### config.mk
export PLATFORM = sky130hd
export DESIGN_NAME = cia_top
export DESIGN_NICKNAME = d
export VERILOG_FILES = /design/src/cia_pkg.sv /design/src/cia_chan.sv /design/src/cia_top.sv
export SDC_FILE = /design/constraint.sdc
export NUM_CORES = 1
export LEC_CHECK = 0
export BUFFER_PORTS_ARGS = -buffer_cell sky130_fd_sc_hd__buf_2
export CAP_MARGIN = 10
export CORE_AREA = 2 2 63 80
export DETAILED_ROUTE_END_ITERATION = 7
export DIE_AREA = 0 0 65 82
export PLACE_DENSITY = 0.84
export SETUP_SLACK_MARGIN = 0.3
export SLEW_MARGIN = 0
export SYNTH_ARGS = -nofsm -noshare
export SYNTH_HDL_FRONTEND = slang
export SYNTH_SLANG_ARGS = --single-unit
### constraint.sdc
create_clock -name pclk -period 1.66 [get_ports pclk]
set_input_delay 0.166 -clock pclk [delete_from_list [all_inputs] [get_ports pclk]]
set_output_delay 0.166 -clock pclk [all_outputs]
set_load 0.1 [all_outputs]
### src/cia_pkg.sv
// Purpose: Shared constants and types for the channel interrupt aggregator
// Assumes: APB, 32-bit data, register index times four is the byte address
// Notes:   Channels 6 to 11 map to bit 0 to bit 5
`default_nettype none
package cia_pkg;
   // ------------------------------------------------------------------
   // Sizes
   // ------------------------------------------------------------------
   localparam int NCH    = 6;
   localparam int ADDR_W = 10;
   // ------------------------------------------------------------------
   // Register indices (byte address = index * 4)
   // ------------------------------------------------------------------
   localparam logic [7:0] IDX_PART_ID  = 8'h6e;
   localparam logic [7:0] IDX_CH_EN    = 8'he0;
   localparam logic [7:0] IDX_CH_STAT  = 8'he1;
   localparam logic [7:0] IDX_EVT_STAT = 8'hf0;
   localparam logic [7:0] IDX_EVT_MASK = 8'hf1;
   // ------------------------------------------------------------------
   // Reset values
   // ------------------------------------------------------------------
   localparam logic [5:0]  CH_EN_RST    = 6'h00;
   localparam logic [5:0]  EVT_MASK_RST = 6'h00;
   localparam logic [5:0]  EVT_STAT_RST = 6'h00;
   localparam logic [31:0] PRDATA_RST   = 32'h0000_0000;
   // ------------------------------------------------------------------
   // Types
   // ------------------------------------------------------------------
   typedef struct packed {
      logic [NCH-1:0] pending;   // Enabled source interrupt pending, per channel
      logic [NCH-1:0] src_read;  // Pulse: host read that channel's source status
   } cia_chan_in_t;
endpackage : cia_pkg
`default_nettype wire

### src/cia_chan.sv
// Purpose: Sticky pending flag for one channel
// Assumes: Inputs come from logic on pclk
// Notes:   A new pending level in the clearing cycle keeps the flag set
`timescale 1ns/1ps
`default_nettype none
module cia_chan (
   input  wire logic pclk,
   input  wire logic presetn,
   input  wire logic pending,
   input  wire logic src_read,
   output var  logic status_reg
);
   // ------------------------------------------------------------------
   // Flag
   // ------------------------------------------------------------------
   always_ff @(posedge pclk or negedge presetn) begin
      if (!presetn) begin
         status_reg <= 1'b0;
      end else begin
         status_reg <= pending | (status_reg & ~src_read); // see R5
      end
   end

   // ------------------------------------------------------------------
   // Checks
   // ------------------------------------------------------------------
   property p_set_on_pending;
      @(posedge pclk) disable iff (!presetn)
      pending |=> status_reg;
   endproperty
   a_set_on_pending: assert property (p_set_on_pending)
      else $error("pending channel did not set its status");

   property p_hold_until_read;
      @(posedge pclk) disable iff (!presetn)
      (status_reg && !src_read) |=> status_reg;
   endproperty
   a_hold_until_read: assert property (p_hold_until_read)
      else $error("status cleared without a source read");

   property p_clear_on_read;
      @(posedge pclk) disable iff (!presetn)
      (src_read && !pending) |=> !status_reg;
   endproperty
   a_clear_on_read: assert property (p_clear_on_read)
      else $error("status not cleared after source read");
endmodule : cia_chan
`default_nettype wire

### src/cia_top.sv
// Purpose: Channel-level interrupt aggregation for channels 6 to 11
// Assumes: Channel inputs are on pclk; source-level gating done upstream
// Notes:   APB slave answers with pready in the first access cycle
//
// Summary of operation
// Read/write master enable, bits 0-5 channels 6-11
// Cleared enable blocks that channel from host pin
// Set enable lets pending channel drive host pin
// Read-only status, bits 0-5 channels 6-11
// Status reads one while channel interrupt pending
// Status holds until source status register read
// Upper channels here, lower six elsewhere
// Host then reads channel source status register
// Fixed read-only part identification byte
// Read-only and reserved bits ignore writes, read zero
//
// The implementer's own choice: register access over APB.
`timescale 1ns/1ps
`default_nettype none
module cia_top
   import cia_pkg::*;
#(
   parameter logic [7:0] PART_ID = 8'h5a  // Arbitrary neutral value
) (
   input  wire logic                pclk,
   input  wire logic                presetn,
   input  wire logic                psel,
   input  wire logic                penable,
   input  wire logic                pwrite,
   input  wire logic [ADDR_W-1:0]   paddr,
   input  wire logic [31:0]         pwdata,
   output var  logic [31:0]         prdata,
   output var  logic                pready,
   output var  logic                pslverr,
   input  wire cia_pkg::cia_chan_in_t chan_in,
   output var  logic                host_int,
   output var  logic                irq
);
   import cia_pkg::*;

   logic [NCH-1:0] ch_en_reg;
   logic [NCH-1:0] evt_mask_reg;
   logic [NCH-1:0] evt_stat_reg;
   logic [NCH-1:0] evt_stat_next;
   logic [NCH-1:0] ch_stat;
   logic [NCH-1:0] ch_stat_prev_reg;
   logic [NCH-1:0] ch_rise;
   logic [31:0]    rd_data;
   logic           hit;
   logic           setup;
   logic           wr;
   logic [7:0]     idx;

   assign idx   = paddr[9:2];
   assign setup = psel & ~penable;
   assign wr    = psel & penable & pready & pwrite & ~pslverr;

   // ------------------------------------------------------------------
   // Channel flags
   // ------------------------------------------------------------------
   for (genvar i = 0; i < NCH; i++) begin : g_ch
      cia_chan u_ch (
         .pclk       (pclk),
         .presetn    (presetn),
         .pending    (chan_in.pending[i]),
         .src_read   (chan_in.src_read[i]),
         .status_reg (ch_stat[i])
      );
   end

   // ------------------------------------------------------------------
   // Read decode
   // ------------------------------------------------------------------
   always_comb begin
      rd_data = 32'h0000_0000;
      hit     = 1'b1;
      unique case (idx)
         IDX_PART_ID:  rd_data[7:0]     = PART_ID;
         IDX_CH_EN:    rd_data[NCH-1:0] = ch_en_reg;
         IDX_CH_STAT:  rd_data[NCH-1:0] = ch_stat;      // see R4
         IDX_EVT_STAT: rd_data[NCH-1:0] = evt_stat_reg;
         IDX_EVT_MASK: rd_data[NCH-1:0] = evt_mask_reg;
         default:      hit              = 1'b0;
      endcase
   end

   // ------------------------------------------------------------------
   // APB answer
   // ------------------------------------------------------------------
   // Registered answer keeps every bus output straight from a flop
   always_ff @(posedge pclk or negedge presetn) begin
      if (!presetn) begin
         pready  <= 1'b0;
         pslverr <= 1'b0;
         prdata  <= PRDATA_RST;
      end else if (setup) begin
         pready  <= 1'b1;
         pslverr <= ~hit;
         prdata  <= (pwrite || !hit) ? 32'h0000_0000 : rd_data;
      end else begin
         pready  <= 1'b0;
         pslverr <= 1'b0;
      end
   end

   // ------------------------------------------------------------------
   // Writable registers
   // ------------------------------------------------------------------
   always_ff @(posedge pclk or negedge presetn) begin
      if (!presetn) begin
         ch_en_reg <= CH_EN_RST;
      end else if (wr && idx == IDX_CH_EN) begin
         ch_en_reg <= pwdata[NCH-1:0]; // see R1
      end
   end

   always_ff @(posedge pclk or negedge presetn) begin
      if (!presetn) begin
         evt_mask_reg <= EVT_MASK_RST;
      end else if (wr && idx == IDX_EVT_MASK) begin
         evt_mask_reg <= pwdata[NCH-1:0];
      end
   end

   // ------------------------------------------------------------------
   // Event status, write one to clear, new event wins
   // ------------------------------------------------------------------
   // Rising status only, so a flag that stays set does not refire
   assign ch_rise = ch_stat & ~ch_stat_prev_reg;

   always_comb begin
      evt_stat_next = evt_stat_reg;
      if (wr && idx == IDX_EVT_STAT) begin
         evt_stat_next = evt_stat_reg & ~pwdata[NCH-1:0];
      end
      evt_stat_next = evt_stat_next | ch_rise;
   end

   always_ff @(posedge pclk or negedge presetn) begin
      if (!presetn) begin
         evt_stat_reg     <= EVT_STAT_RST;
         ch_stat_prev_reg <= '0;
      end else begin
         evt_stat_reg     <= evt_stat_next;
         ch_stat_prev_reg <= ch_stat;
      end
   end

   // ------------------------------------------------------------------
   // Interrupt outputs
   // ------------------------------------------------------------------
   always_ff @(posedge pclk or negedge presetn) begin
      if (!presetn) begin
         host_int <= 1'b0;
         irq      <= 1'b0;
      end else begin
         host_int <= |(ch_stat & ch_en_reg); // see R2
         irq      <= |(evt_stat_next & evt_mask_reg);
      end
   end

   // ------------------------------------------------------------------
   // Checks
   // ------------------------------------------------------------------
   property p_pin_blocked;
      @(posedge pclk) disable iff (!presetn)
      ((ch_stat & ch_en_reg) == '0) |=> !host_int;
   endproperty
   a_pin_blocked: assert property (p_pin_blocked)
      else $error("host pin high with no enabled pending channel");

   property p_pin_raised;
      @(posedge pclk) disable iff (!presetn)
      ((ch_stat & ch_en_reg) != '0) |=> host_int;
   endproperty
   a_pin_raised: assert property (p_pin_raised)
      else $error("host pin low with enabled pending channel");

   property p_en_write;
      @(posedge pclk) disable iff (!presetn)
      (wr && idx == IDX_CH_EN) |=> (ch_en_reg == $past(pwdata[NCH-1:0]));
   endproperty
   a_en_write: assert property (p_en_write)
      else $error("enable register did not take written value");

   property p_stat_read;
      @(posedge pclk) disable iff (!presetn)
      (setup && !pwrite && idx == IDX_CH_STAT)
         |=> pready && prdata == {26'h0, $past(ch_stat)};
   endproperty
   a_stat_read: assert property (p_stat_read)
      else $error("status read returned wrong data");

   property p_id_read;
      @(posedge pclk) disable iff (!presetn)
      (setup && !pwrite && idx == IDX_PART_ID) |=> prdata == {24'h0, PART_ID};
   endproperty
   a_id_read: assert property (p_id_read)
      else $error("part identification read wrong");

   property p_ro_write;
      @(posedge pclk) disable iff (!presetn)
      (wr && (idx == IDX_CH_STAT || idx == IDX_PART_ID)) |=> $stable(ch_en_reg);
   endproperty
   a_ro_write: assert property (p_ro_write)
      else $error("read-only write changed enable register");

   property p_en_read;
      @(posedge pclk) disable iff (!presetn)
      (setup && !pwrite && idx == IDX_CH_EN) |=> prdata[31:NCH] == '0;
   endproperty
   a_en_read: assert property (p_en_read)
      else $error("reserved enable bits read nonzero");

   property p_unmapped;
      @(posedge pclk) disable iff (!presetn)
      (setup && !hit) |=> pready && pslverr;
   endproperty
   a_unmapped: assert property (p_unmapped)
      else $error("unmapped access not flagged");

   // ------------------------------------------------------------------
   // Bus answer checks
   // ------------------------------------------------------------------
   property p_ready_once;
      @(posedge pclk) disable iff (!presetn)
      pready |=> !pready;
   endproperty
   a_ready_once: assert property (p_ready_once)
      else $error("ready stood for more than one cycle");

   property p_ready_after_setup;
      @(posedge pclk) disable iff (!presetn)
      setup |=> pready;
   endproperty
   a_ready_after_setup: assert property (p_ready_after_setup)
      else $error("no ready in first access cycle");

   // Idle bus must not see a stray answer
   property p_idle_quiet;
      @(posedge pclk) disable iff (!presetn)
      !psel |=> !pready && !pslverr;
   endproperty
   a_idle_quiet: assert property (p_idle_quiet)
      else $error("answer on an idle bus");

   property p_err_with_ready;
      @(posedge pclk) disable iff (!presetn)
      pslverr |-> pready;
   endproperty
   a_err_with_ready: assert property (p_err_with_ready)
      else $error("error flag without ready");

   property p_mapped_no_err;
      @(posedge pclk) disable iff (!presetn)
      (setup && hit) |=> !pslverr;
   endproperty
   a_mapped_no_err: assert property (p_mapped_no_err)
      else $error("mapped access flagged as error");

   property p_write_data_zero;
      @(posedge pclk) disable iff (!presetn)
      (setup && pwrite) |=> prdata == '0;
   endproperty
   a_write_data_zero: assert property (p_write_data_zero)
      else $error("read data not zero on a write");

   property p_stat_reserved;
      @(posedge pclk) disable iff (!presetn)
      (setup && !pwrite && idx == IDX_CH_STAT) |=> prdata[31:NCH] == '0;
   endproperty
   a_stat_reserved: assert property (p_stat_reserved)
      else $error("reserved status bits read nonzero");

   // ------------------------------------------------------------------
   // Event and interrupt checks
   // ------------------------------------------------------------------
   property p_mask_write;
      @(posedge pclk) disable iff (!presetn)
      (wr && idx == IDX_EVT_MASK) |=> (evt_mask_reg == $past(pwdata[NCH-1:0]));
   endproperty
   a_mask_write: assert property (p_mask_write)
      else $error("mask register did not take written value");

   // A clear in the same cycle must not lose the new event
   property p_evt_set;
      @(posedge pclk) disable iff (!presetn)
      (ch_rise != '0) |=> (evt_stat_reg & $past(ch_rise)) == $past(ch_rise);
   endproperty
   a_evt_set: assert property (p_evt_set)
      else $error("new event not latched");

   property p_evt_clear;
      @(posedge pclk) disable iff (!presetn)
      (wr && idx == IDX_EVT_STAT && ch_rise == '0)
         |=> (evt_stat_reg & $past(pwdata[NCH-1:0])) == '0;
   endproperty
   a_evt_clear: assert property (p_evt_clear)
      else $error("written one did not clear event");

   property p_evt_hold;
      @(posedge pclk) disable iff (!presetn)
      !(wr && idx == IDX_EVT_STAT)
         |=> (evt_stat_reg & $past(evt_stat_reg)) == $past(evt_stat_reg);
   endproperty
   a_evt_hold: assert property (p_evt_hold)
      else $error("event cleared without a write");

   property p_irq_level;
      @(posedge pclk) disable iff (!presetn)
      irq == |(evt_stat_reg & $past(evt_mask_reg));
   endproperty
   a_irq_level: assert property (p_irq_level)
      else $error("interrupt level disagrees with events");

   property p_irq_masked;
      @(posedge pclk) disable iff (!presetn)
      (evt_mask_reg == '0) |=> !irq;
   endproperty
   a_irq_masked: assert property (p_irq_masked)
      else $error("interrupt high with all events masked");
endmodule : cia_top
`default_nettype wire

Word-level counts from Yosys, hierarchy flattened
Index checks and enable logic that the tools add are counted.
Widths: inputs -> output; s select.
{"block": "word_totals", "regBits": 66, "inputBits": 59, "out_inout_bits": 36, "wordCells": 68}
{"block": "classes", "eq_ne": 5, "mux": 7, "n_bitwise": 33, "n_reduce_logical": 8}
{"cell": "$eq 8x8->1 const B", "count": 4}
{"cell": "$pmux 6 s5", "count": 1}
{"cell": "$and 6x6->6", "count": 4}
{"cell": "$not 6->6", "count": 2}
{"cell": "$reduce_or 6->1", "count": 2}
{"cell": "$and 1x1->1", "count": 11}
{"cell": "$not 1->1", "count": 9}
{"cell": "$eq 8x7->1 const B", "count": 1}
{"cell": "$mux 8", "count": 1}
{"cell": "$mux 6", "count": 1}
{"cell": "$or 1x1->1", "count": 6}
{"cell": "$or 6x6->6", "count": 1}
{"cell": "$reduce_or 5->1", "count": 1}
{"cell": "$mux 1", "count": 4}
{"cell": "$logic_and 1x1->1", "count": 3}
{"cell": "$logic_not 1->1", "count": 1}
{"cell": "$logic_or 1x1->1", "count": 1}

Logic depth before layout (Yosys ltp)
Gate-level depths: netlist of run 1.
{"block": "logic_depth", "ltp_word": 9, "ltp_mapped": 6, "mapped_depth_nobuf": 5}

Modules after synthesis
Synthesis of run 1 repeated with hierarchy kept, for this count alone.
{"block": "unflattened", "hier_cells": 190, "area_unflattened_um2": 2074.5}
{"module": "cia_top", "n_inst": 1, "cells_each": 172, "area_each_um2": 1856.8, "seq_area_each_um2": 875.8}
{"module": "cia_chan", "n_inst": 6, "cells_each": 3, "area_each_um2": 36.3, "seq_area_each_um2": 25.0}

Least setup slack after synthesis of run 1
OpenSTA, ideal clock, no wires.
{"block": "synth_path", "path_kind": "reg-to-reg", "startpoint": "reg pready", "endpoint": "reg evt_mask_reg[0]", "setup_time_ps": 125, "arrival_ps": 2023, "t_required_ps": 1535, "path_slack_ps": -488, "stages_incl_launch_ff": 6, "n_path_buf": 1, "synth_period_minus_slack_ps": 2148, "cell_sequence": "dfrtp_1 > inv_1 > nor4b_4 > and3_1 > buf_4 > mux2_2"}
{"block": "synth_between", "elab_chain_cells": 4}
{"item": "from (decl)", "line_no": "cia_top.sv:33", "text": "output var logic pready,"}
{"item": "from (signal assigned)", "line_no": "cia_top.sv:93", "text": "pready <= 1'b0;"}
{"item": "from (signal assigned)", "line_no": "cia_top.sv:97", "text": "pready <= 1'b1;"}
{"item": "from (signal assigned)", "line_no": "cia_top.sv:101", "text": "pready <= 1'b0;"}
{"item": "$and 1x1->1 (3 in a row)", "line_no": "cia_top.sv:56", "text": "assign wr = psel & penable & pready & pwrite & ~pslverr;"}
{"item": "$logic_and 1x1->1", "line_no": "cia_top.sv:120", "text": "end else if (wr && idx == IDX_EVT_MASK) begin"}
{"item": "to (signal assigned)", "line_no": "cia_top.sv:121", "text": "evt_mask_reg <= pwdata[NCH-1:0];"}
{"item": "to (decl)", "line_no": "cia_top.sv:42", "text": "logic [NCH-1:0] evt_mask_reg;"}
No other way between the ends.
A chain may end at the register's enable or synchronous reset.

Worst setup path after layout of run 1
{"block": "layout_path", "startpoint": "in paddr[4]", "endpoint": "reg evt_stat_reg[5]"}
{"block": "layout_between", "elab_chain_cells": 4}
{"item": "from (decl)", "line_no": "cia_top.sv:30", "text": "input wire logic [ADDR_W-1:0] paddr,"}
{"item": "$eq 8x8->1", "line_no": "cia_top.sv:133", "text": "if (wr && idx == IDX_EVT_STAT) begin"}
{"item": "$logic_and 1x1->1", "line_no": "cia_top.sv:133"}
{"item": "$mux 6", "line_no": "cia_top.sv:133"}
{"item": "$or 6x6->6", "line_no": "cia_top.sv:136", "text": "evt_stat_next = evt_stat_next | ch_rise;"}
{"item": "named net evt_stat_next[5]", "line_no": "cia_top.sv:44", "text": "logic [NCH-1:0] evt_stat_next;"}
{"item": "to (signal assigned)", "line_no": "cia_top.sv:144", "text": "evt_stat_reg <= evt_stat_next;"}
{"item": "to (decl)", "line_no": "cia_top.sv:43", "text": "logic [NCH-1:0] evt_stat_reg;"}
The timed path passes the listed nets, and every way through them passes these cells.

==> qor.txt, run 1 <==
================================================================================
Status ............................................................    completed
Period utilisation layout .........................................        0.989
GRT overflow ......................................................            0
Cell type contributing the most total cell area after synthesis ... sky130_fd_sc_hd__dfrtp_1
Worst R2R Setup Slack .............................................      0.03 ns
Final Hold Slack ..................................................    0.0315 ns
DIE AREA ..........................................................     5330 µm²
Final setup violation count .......................................            0
Total routing usage reported by global routing ....................        0.161
Total DRC errors in the routed layout .............................            0
CTS root buf ...................................................... sky130_fd_sc_hd__clkbuf_8
Final Wtd Congestion ..............................................        0.788
Fraction of post-synthesis cell area in the top cell type by area .        0.504
Async set or reset register ratio after synthesis .................         1.00
Worst vdd ir ......................................................       600 µV
Clk slew on worst S/H paths .......................................      0.07 ns
Final min period ..................................................      1.64 ns
Vertical die dimension ............................................        82 µm
Antenna violations before repair ..................................            0
Insertion delay of the later-clocked pin in the worst-skew pair ...      0.29 ns
Horizontal extent of the die ......................................        65 µm
Power per cell area ...............................................   843 nW/µm²
Clock sinks .......................................................           41
Combinational fraction of design power ............................        0.213
Register ranked first by flip-flop count ..........................       prdata
Cell Area, Synth ..................................................     2040 µm²
Power Total .......................................................      2130 µW
Int Power .........................................................      1400 µW
First-pass GRT wire length ........................................      6380 µm
Actual transition at the worst max-transition pin .................     0.513 ns
CTS H-Tree Depth ..................................................            2
Crit start category ...............................................    input pin
Required time at the endpoint of the critical path ................      1.85 ns
Vias per cell .....................................................         4.96
R2r endpoint ...................................................... evt_stat_reg[5]
Antenna diodes ....................................................            0
Synth unique cells ................................................           33
TritonCTS clock tree ..............................................          yes
Number of filler instances in the final layout ....................          392
Final slew viol count .............................................            0
Clock network fraction of total power .............................        0.296
Unrepaired setup endpoints after global routing ...................          yes
Critical Path Fanout Max ..........................................            5
Max FFs per register ..............................................            7
CP Data Arrival Time ..............................................      1.83 ns
Cell area after layout ............................................     2520 µm²
Number of placed I/O pins .........................................           95
Number of standard cells after synthesis ..........................          173
Reg power frac ....................................................        0.491
Via count of the first global-routing pass ........................         1381
Hold Crit Class ................................................... input pin to register
Post-place instance area ..........................................     2280 µm²
TritonCTS buffer count ............................................            5
Clock buffer depth ................................................            2
Top FF cell, synth ................................................ sky130_fd_sc_hd__dfrtp_1
R2R cell count ....................................................            7
Worst clock skew on the final layout ..............................   0.00712 ns
Top-count cell post-synth ......................................... sky130_fd_sc_hd__dfrtp_1
Commonest cells in the netlist .................................... sky130_fd_sc_hd__dfrtp_1 (41), sky130_fd_sc_hd__buf_4 (26), sky130_fd_sc_hd__nand2_1 (15)
Setup crit end kind ...............................................     register
Leakage power .....................................................   0.00126 µW
Placeable core region .............................................     4590 µm²
Warnings from Yosys ...............................................            0
Count of final hold-check violations ..............................            0
Net switching power ...............................................       725 µW
Nets@finish .......................................................          292
Syn Area/Cell .....................................................     11.8 µm²
Fraction of final layout cells sized beyond drive strength 1 ......        0.406
Post-DR wirelength/cell ...........................................      14.0 µm
Antenna Nets Post-Route ...........................................            0
Area overhead of the layout relative to synthesis .................        23.9%
Fmax ..............................................................      609 MHz
Launch instance of the worst register-to-register path ............      pslverr
Total of max-cap violations .......................................            0
Fraction of the yosys area taken by sequential cells ..............        0.504
Pin count of the biggest net entering global routing ..............           42
Initial core utilization ..........................................        0.444
Iteration-0 DRC Markers ...........................................           39
Number of port buffers ............................................           41
Number of enable-type register cells in the synthesized netlist ...            0
First drt pass iteration count ....................................            4
Capturing element of the worst setup path ......................... evt_stat_reg[5]
Max transition margin .............................................        0.658
Number of storage elements in the synthesis netlist ...............           41
Final cell utilization of the core ................................        0.550
Switching share of power ..........................................        0.340
Number of cell rows ...............................................           28
Hpwl dp ...........................................................      2920 µm
Final routed wirelength across all metal layers ...................      4130 µm
Top cells by area in the synthesized netlist ...................... sky130_fd_sc_hd__dfrtp_1 (50%), sky130_fd_sc_hd__buf_4 (9.6%), sky130_fd_sc_hd__mux2_2 (6.6%), sky130_fd_sc_hd__mux4_2 (6.6%), sky130_fd_sc_hd__a21o_1 (2.9%)
Via Count .........................................................         1457
Worst Setup Path Type ............................................. input pin to register
Final TNS setup ...................................................         0 ns
Start point of the critical path ..................................     paddr[4]
================================================================================
## how the worst min path moves through the flow
stage	from	to	slack (ns)	cells after the start
floorplan	presetn	ch_en_reg[0]	-0.13	0
global placement	presetn	prdata[0]	0.25	2
detailed placement	presetn	prdata[2]	0.25	2
CTS	chan_in[2]	g_ch[2].u_ch.status_reg	0.03	2
global route	chan_in[9]	g_ch[3].u_ch.status_reg	0.05	2
finish	chan_in[2]	g_ch[2].u_ch.status_reg	0.03	2
## through the flow
step	setup slack [ns]	cells
after global placement	-0.295	279
after global routing	-0.0113	294
after detailed placement	-0.332	279
final	0.0188	294
after floorplan	-0.183	197
after CTS	0.0603	290
## logic make-up after synthesis
family	count (synthesis)	share of synthesized area
buffers and inverters	39	0.120
AND/OR/NAND/NOR	43	0.139
AO/OA/AOI/OAI	31	0.103
multiplexers	18	0.133
flip-flops	41	0.504
other	1	0.00184
## power groups by stage
| stage | clock network, µW | logic, µW | registers (µW) |
|---|---|---|---|
| floorplan | 0 | 368 | 1090 |
| global placement | 0 | 436 | 1060 |
| detailed placement | 0 | 440 | 1060 |
| CTS | 633 | 448 | 1040 |
| global route | 696 | 476 | 1050 |
| finish | 631 | 453 | 1040 |
## routing by layer
layer  vias up  part of all wire  routed length, µm  track usage
met5         -                 0                  0            0
met4         0             0.033                137       0.0894
met3        12             0.063                259       0.0301
met2        62              0.49               2010        0.271
met1       703              0.42               1720        0.194
li1        680                 -                  -            -
## timing repair
item	4_1_cts	5_1_grt
endpoints found under the setup margin	18	18
pin swaps	11	3
cloned	1	0
hold buffers	1	0
gates resized for setup	7	17
hold endpoints to repair	41	0
setup buffers	1	4
## worst max-delay path, cell delays in order
cell	delay, ns
sky130_fd_sc_hd__buf_6	0.09
sky130_fd_sc_hd__or4b_4	0.56
sky130_fd_sc_hd__buf_6	0.14
sky130_fd_sc_hd__nor4_4	0.27
sky130_fd_sc_hd__buf_6	0.19
sky130_fd_sc_hd__buf_4	0.11
sky130_fd_sc_hd__buf_6	0.08
sky130_fd_sc_hd__nand2_1	0.04
sky130_fd_sc_hd__a21o_1	0.17
## cell type report
type                       instances  area [µm²]  share of cell area
sequential                        41        1030               0.409
multi-input combinational        117         943               0.374
timing repair buffer              58         354               0.140
tap                               60        75.1              0.0297
clock buffer                       6        72.6              0.0288
inverter                          10        37.5              0.0149
clock inverter                     2        10.0             0.00397
## cell usage in the layout (no fill, tap or decap), types with 2 or more instances in the layout
cell,synthesis,routed
sky130_fd_sc_hd__buf_4,26,11
sky130_fd_sc_hd__nand3b_1,2,2
sky130_fd_sc_hd__o21ai_0,5,5
sky130_fd_sc_hd__mux4_2,6,6
sky130_fd_sc_hd__dfrtp_1,41,39
sky130_fd_sc_hd__nor2_1,3,3
sky130_fd_sc_hd__nor2b_1,6,6
sky130_fd_sc_hd__o21bai_1,3,3
sky130_fd_sc_hd__a21o_1,8,8
sky130_fd_sc_hd__a21oi_1,5,5
sky130_fd_sc_hd__buf_6,0,5
sky130_fd_sc_hd__mux2_4,0,11
sky130_fd_sc_hd__clkbuf_8,0,5
sky130_fd_sc_hd__nand3_1,2,2
sky130_fd_sc_hd__o211ai_1,2,2
sky130_fd_sc_hd__conb_1,1,25
sky130_fd_sc_hd__nand4b_1,4,4
sky130_fd_sc_hd__nand2_1,15,13
sky130_fd_sc_hd__buf_2,0,41
sky130_fd_sc_hd__o22ai_1,2,2
sky130_fd_sc_hd__a22oi_1,4,3
sky130_fd_sc_hd__inv_1,10,10
sky130_fd_sc_hd__clkinv_2,0,2
Note: power is estimated with default switching activity, not from simulation.
==> run 2, diff against run 1 <==
Settings changed: ABC_AREA set to 1, PLACE_DENSITY 0.84 to 0.85.
==> qor.txt, run 2 <==
================================================================================
Status ............................................................    completed
TritonCTS buffer count ............................................            5
Leading cell type in the layout, fill and taps excluded ........... sky130_fd_sc_hd__nand2_1
Clk slew on worst S/H paths .......................................      0.08 ns
Most used routing layer in global routing .........................         met2
Final Hold Slack ..................................................    0.0351 ns
Number of placed I/O pins .........................................           95
Period utilisation layout .........................................        0.851
Met1 GRT Util .....................................................        0.202
Fmax ..............................................................      708 MHz
Post-DR wirelength/cell ...........................................      11.6 µm
Nets@finish .......................................................          361
Fraction of final layout cells sized beyond drive strength 1 ......        0.304
Top FF cell, synth ................................................ sky130_fd_sc_hd__dfrtp_1
M2 GR Usage .......................................................        0.318
Final min period ..................................................      1.41 ns
Top-count cell post-synth ......................................... sky130_fd_sc_hd__nand2_1
Syn Area/Cell .....................................................     8.34 µm²
Clock buffer depth ................................................            2
Switching share of power ..........................................        0.325
Total routing usage reported by global routing ....................        0.178
CTS H-Tree Depth ..................................................            2
Placeable core region .............................................     4590 µm²
First drt pass iteration count ....................................            4
Synth unique cells ................................................           24
Post-place instance area ..........................................     2340 µm²
Setup crit end kind ...............................................     register
First-pass GRT wire length ........................................      7070 µm
Initial core utilization ..........................................        0.458
Final slew viol count .............................................            0
Async set or reset register ratio after synthesis .................         1.00
Final setup violation count .......................................            0
Non-filler cells, final ...........................................          363
CP Data Arrival Time ..............................................      1.60 ns
Via Count .........................................................         1691
Area of the multi-input gates .....................................      880 µm²
Area overhead of the layout relative to synthesis .................        17.6%
Combinational fraction of design power ............................        0.189
Required time at the endpoint of the critical path ................      1.85 ns
Hold Crit Class ................................................... input pin to register
Cell Area, Synth ..................................................     2100 µm²
Warnings from Yosys ...............................................            0
DIE AREA ..........................................................     5330 µm²
Launch instance of the worst register-to-register path ............      pslverr
Number of filler instances in the final layout ....................          434
Fraction of the yosys area taken by sequential cells ..............        0.488
Cell area after layout ............................................     2470 µm²
Crit start category ...............................................     register
Max FFs per register ..............................................            7
Antenna Nets Post-Route ...........................................            0
GRT overflow ......................................................            0
Sequential cell area ..............................................     1030 µm²
Insertion delay of the later-clocked pin in the worst-skew pair ...      0.30 ns
Cell type contributing the most total cell area after synthesis ... sky130_fd_sc_hd__dfrtp_1
Power per cell area ...............................................   873 nW/µm²
Highest-count cells in the layout ignoring fill and taps .......... sky130_fd_sc_hd__nand2_1 (82), sky130_fd_sc_hd__buf_2 (41), sky130_fd_sc_hd__dfrtp_1 (39), sky130_fd_sc_hd__inv_1 (28), sky130_fd_sc_hd__conb_1 (25)
Unrepaired setup endpoints after global routing ...................          yes
Total of max-cap violations .......................................            0
Antenna violations before repair ..................................            0
Vias per cell .....................................................         4.66
Clock sinks .......................................................           41
Number of enable-type register cells in the synthesized netlist ...            0
Via count of the first global-routing pass ........................         1615
Power Total .......................................................      2160 µW
Fraction of post-synthesis cell area in the top cell type by area .        0.488
Reg power frac ....................................................        0.481
Top cells by area in the synthesized netlist ...................... sky130_fd_sc_hd__dfrtp_1 (49%), sky130_fd_sc_hd__nand2_1 (15%), sky130_fd_sc_hd__buf_4 (9.3%), sky130_fd_sc_hd__inv_1 (5.2%), sky130_fd_sc_hd__o21ai_2 (2.5%)
Total DRC errors in the routed layout .............................            0
Critical Path Fanout Max ..........................................            7
Met3 demand-to-capacity share in global routing ...................       0.0329
Worst Setup Path Type ............................................. register to register
Final routed wirelength across all metal layers ...................      4220 µm
Net switching power ...............................................       701 µW
Register ranked first by flip-flop count ..........................       prdata
Number of cell rows ...............................................           28
Commonest cells in the netlist .................................... sky130_fd_sc_hd__nand2_1 (85), sky130_fd_sc_hd__dfrtp_1 (41), sky130_fd_sc_hd__inv_1 (29)
Hpwl dp ...........................................................      3180 µm
HP Start ..........................................................   chan_in[4]
Clock network fraction of total power .............................        0.329
Horizontal extent of the die ......................................        65 µm
Final TNS setup ...................................................         0 ns
Pin count of the biggest net entering global routing ..............           42
Leakage power .....................................................   0.00133 µW
Start point of the critical path ..................................      pslverr
Number of storage elements in the synthesis netlist ...............           41
Number of port buffers ............................................           41
Worst clock skew on the final layout ..............................   0.00661 ns
Number of standard cells after synthesis ..........................          252
Vertical die dimension ............................................        82 µm
Worst vdd ir ......................................................       513 µV
Antenna diodes ....................................................            0
Int Power .........................................................      1460 µW
Iteration-0 DRC Markers ...........................................           57
CTS root buf ...................................................... sky130_fd_sc_hd__clkbuf_8
Count of final hold-check violations ..............................            0
Total placed cells including tap cells ............................          354
TritonCTS clock tree ..............................................          yes
Final Wtd Congestion ..............................................        0.954
================================================================================
run 2: changes by cell type in the layout (fill, tap and decap cells not counted), sizes merged, moves of 8 or more:
cell	before	now
nand2	15	91
o21ai	5	20
inv	10	31
a21o	8	0
mux2	12	0
buf	57	46
run 2: cell families after synthesis:
kind of cell	after synthesis	share of synthesized area
AND/OR/NAND/NOR	123	0.267
buffers and inverters	59	0.156
flip-flops	41	0.488
AO/OA/AOI/OAI	28	0.0875
other	1	0.00178
run 2: path summary, 6_finish.rpt:
check	slack, ns	end	depth (start not counted)
setup reg to reg	0.25	irq	10
max in group asynchronous	0.82	pslverr	3
min in group asynchronous	0.44	g_ch[4].u_ch.status_reg	3
hold reg to reg	0.40	ch_stat_prev_reg[4]	0
setup / recovery	0.25	irq	10
hold / removal	0.04	g_ch[4].u_ch.status_reg	2
run 2: routing by layer:
| metal | share of wire | routed length, µm | vias up |
|---|---|---|---|
| met5 | 0 | 0 | - |
| met4 | 0.023 | 99 | 0 |
| met3 | 0.066 | 279 | 8 |
| met2 | 0.52 | 2180 | 64 |
| met1 | 0.39 | 1660 | 785 |
| li1 | - | - | 834 |
run 2: cell type report:
| cell class | count | area share |
|---|---|---|
| Tap cell | 60 | 0.0304 |
| Sequential cell | 41 | 0.418 |
| Clock inverter | 1 | 0.00203 |
| Multi-Input combinational cell | 176 | 0.356 |
| Inverter | 31 | 0.0471 |
| Timing Repair Buffer | 47 | 0.107 |
| Clock buffer | 7 | 0.0390 |
run 2: what timing repair did:
action	CTS	global route
buffers inserted	0	0
hold buffers	1	0
gates resized for setup	4	2
endpoints found under the hold margin	41	0
setup endpoints to repair	7	11
pin swaps	7	3
run 2: power groups by stage:
stage | clock network [µW] | logic [µW] | registers (µW)
6_report | 711 | 408 | 1040
5_1_grt | 757 | 433 | 1040
4_1_cts | 718 | 410 | 1040
3_5_place_dp | 0 | 405 | 1060
3_3_place_gp | 0 | 403 | 1060
2_1_floorplan | 0 | 348 | 1080
run 2: stage by stage:
stage,worst slack [ns],util
after floorplan,0.217,-
after global placement,0.240,0.509
after detailed placement,0.210,0.509
after CTS,0.234,0.537
after global routing,0.161,0.538
final,0.247,0.538
run 2: worst max-delay path, stage by stage (launching register included):
cell	delay, ns
sky130_fd_sc_hd__dfrtp_4	0.48
sky130_fd_sc_hd__inv_2	0.07
sky130_fd_sc_hd__nand2_4	0.06
sky130_fd_sc_hd__nor2_8	0.17
sky130_fd_sc_hd__nand3_2	0.08
sky130_fd_sc_hd__nand2_1	0.07
sky130_fd_sc_hd__nand2_2	0.06
sky130_fd_sc_hd__nand2_1	0.07
sky130_fd_sc_hd__nand2_1	0.07
sky130_fd_sc_hd__nor2_2	0.12
sky130_fd_sc_hd__nand2_1	0.06
==> run 3, diff against run 2 <==
--- a/config.mk
+++ b/config.mk
@@ -7,5 +7,5 @@
 export LEC_CHECK = 0
 export ABC_AREA = 1
-export BUFFER_PORTS_ARGS = -buffer_cell sky130_fd_sc_hd__buf_2
+export BUFFER_PORTS_ARGS = -buffer_cell sky130_fd_sc_hd__clkbuf_2
 export CAP_MARGIN = 10
 export CORE_AREA = 2 2 63 80
==> constraint.sdc (replaced) <==
create_clock -name pclk -period 1.66 [get_ports pclk]
set_input_delay 0.166 -clock pclk [delete_from_list [all_inputs] [get_ports pclk]]
set_output_delay 0.166 -clock pclk [all_outputs]
set_load 0.005 [all_outputs]
==> qor.txt, run 3 (synthesis gave the netlist of run 2 again) <==
==============================================================================
Period utilisation layout .......................................        0.813
Leakage power ...................................................   0.00132 µW
Status ..........................................................    completed
CTS root buf .................................................... sky130_fd_sc_hd__clkbuf_8
Number of filler instances in the final layout ..................          434
Insertion delay of the later-clocked pin in the worst-skew pair .      0.29 ns
Final cell utilization of the core ..............................        0.526
Clk slew on worst S/H paths .....................................      0.08 ns
Initial core utilization ........................................        0.458
Fmax ............................................................      741 MHz
Number of cell rows .............................................           28
Worst clock skew on the final layout ............................   0.00851 ns
CTS H-Tree Depth ................................................            2
Total DRC errors in the routed layout ...........................            0
Required time at the endpoint of the critical path ..............      1.85 ns
Unrepaired setup endpoints after global routing .................          yes
Via count of the first global-routing pass ......................         1598
Antenna diodes ..................................................            0
Worst vdd ir ....................................................       520 µV
Number of port buffers ..........................................           41
Highest-count cells in the layout ignoring fill and taps ........ sky130_fd_sc_hd__nand2_1 (84), sky130_fd_sc_hd__dfrtp_1 (41), sky130_fd_sc_hd__clkbuf_2 (41), sky130_fd_sc_hd__inv_1 (29), sky130_fd_sc_hd__conb_1 (25)
First-pass GRT wire length ......................................      7020 µm
Final min period ................................................      1.35 ns
Post-DR wirelength/cell .........................................      11.4 µm
Max FFs per register ............................................            7
Actual transition at the worst max-transition pin ...............     0.503 ns
Clock buffer depth ..............................................            2
Total routing usage reported by global routing ..................        0.174
Vias per cell ...................................................         4.62
Crit start category .............................................     register
Worst R2R Setup Slack ...........................................      0.31 ns
Horizontal extent of the die ....................................        65 µm
Iteration-0 DRC Markers .........................................           75
Max transition margin ...........................................        0.665
Clock sinks .....................................................           41
Fraction of final layout cells sized beyond drive strength 1 ....        0.275
Total placed cells including tap cells ..........................          353
Pin count of the biggest net entering global routing ............           42
GRT overflow ....................................................            0
First drt pass iteration count ..................................            5
Final setup violation count .....................................            0
Final slew viol count ...........................................            0
Area overhead of the layout relative to synthesis ...............        14.8%
Register ranked first by flip-flop count ........................       prdata
Hold Path Depth .................................................            2
Hpwl dp .........................................................      3190 µm
Leading cell type in the layout, fill and taps excluded ......... sky130_fd_sc_hd__nand2_1
DIE AREA ........................................................     5330 µm²
Critical Path Fanout Max ........................................            7
TritonCTS clock tree ............................................          yes
Final TNS setup .................................................         0 ns
R2R cell count ..................................................            9
Non-filler cells, final .........................................          362
Worst Setup Path Type ........................................... register to register
Setup crit end kind .............................................     register
Final routed wirelength across all metal layers .................      4120 µm
Count of final hold-check violations ............................            0
Final Wtd Congestion ............................................        0.835
TritonCTS buffer count ..........................................            5
Via Count .......................................................         1673
Antenna Nets Post-Route .........................................            0
Total of max-cap violations .....................................            0
Placeable core region ...........................................     4590 µm²
Number of placed I/O pins .......................................           95
Area of the multi-input gates ...................................      848 µm²
Power per cell area .............................................   782 nW/µm²
Antenna violations before repair ................................            0
CP Data Arrival Time ............................................      1.53 ns
Nets@finish .....................................................          360
Sequential cell area ............................................     1030 µm²
Hold Crit Class ................................................. input pin to register
Vertical die dimension ..........................................        82 µm
==============================================================================
==> run 3: cell types whose count changed in the layout (fill, tap and decap cells not counted), moves of 2 or more <==
cell	previous run	this run
sky130_fd_sc_hd__buf_2	41	0
sky130_fd_sc_hd__clkbuf_2	0	41
sky130_fd_sc_hd__dfrtp_1	39	41
sky130_fd_sc_hd__dfrtp_4	2	0
sky130_fd_sc_hd__nand2_1	82	84
sky130_fd_sc_hd__nand3_1	2	4
==> run 3: timing repair <==
item | 4_1_cts | 5_1_grt
hold buffers | 1 | 0
endpoints found under the hold margin | 41 | 0
setup buffers | 0 | 0
gates resized for setup | 4 | 1
setup endpoints to repair | 2 | 7
pin swaps | 1 | 0
==> run 3: power breakdown <==
| part | leakage (µW) | switching [µW] | total, µW | internal, µW |
|---|---|---|---|---|
| registers | 0.000501 | 14.8 | 1040 | 1020 |
| clock network | 0.0000542 | 326 | 701 | 375 |
| logic | 0.000766 | 92.9 | 148 | 55.5 |
==> run 3: metrics by stage <==
step           area, µm²  worst slack, ns  power [µW]  hold slack, ns
2_1_floorplan       2190            0.402        1160          -0.130
3_3_place_gp        2290            0.260        1200           0.248
3_5_place_dp        2290            0.204        1200           0.253
4_1_cts             2410            0.310        1910          0.0394
5_1_grt             2410            0.208        1990          0.0557
6_report            2410            0.311        1890          0.0492
==> run 3: worst paths after layout <==
path                                    startpoint                 endpoint
setup / recovery                            pready                      irq
hold / removal                          chan_in[3]  g_ch[3].u_ch.status_reg
setup reg to reg                            pready                      irq
hold reg to reg            g_ch[1].u_ch.status_reg      ch_stat_prev_reg[1]
max in group asynchronous                  presetn          evt_mask_reg[3]
min in group asynchronous                  presetn                 host_int
==> run 3: final cells by class <==
cell class                      instances  share of cell area
Multi-Input combinational cell        176               0.352
Tap cell                               60              0.0311
Sequential cell                        41               0.425
Timing Repair Buffer                   46               0.102
Inverter                               31              0.0482
Clock buffer                            7              0.0399
Clock inverter                          1             0.00207
==> run 3: worst max-delay path: stages, from the launching register on <==
cell,delay [ns]
sky130_fd_sc_hd__dfrtp_1,0.37
sky130_fd_sc_hd__nand3_2,0.13
sky130_fd_sc_hd__nor2_8,0.20
sky130_fd_sc_hd__nand3_2,0.08
sky130_fd_sc_hd__nand2_1,0.07
sky130_fd_sc_hd__nand2_2,0.06
sky130_fd_sc_hd__nand2_1,0.06
sky130_fd_sc_hd__nand2_1,0.07
sky130_fd_sc_hd__nor2_2,0.13
sky130_fd_sc_hd__nand2_1,0.06
==> run 3: routing by layer <==
| layer | global-route usage | part of all wire |
|---|---|---|
| met5 | 0 | 0 |
| met4 | 0.0915 | 0.025 |
| met3 | 0.0342 | 0.059 |
| met2 | 0.300 | 0.51 |
| met1 | 0.204 | 0.41 |
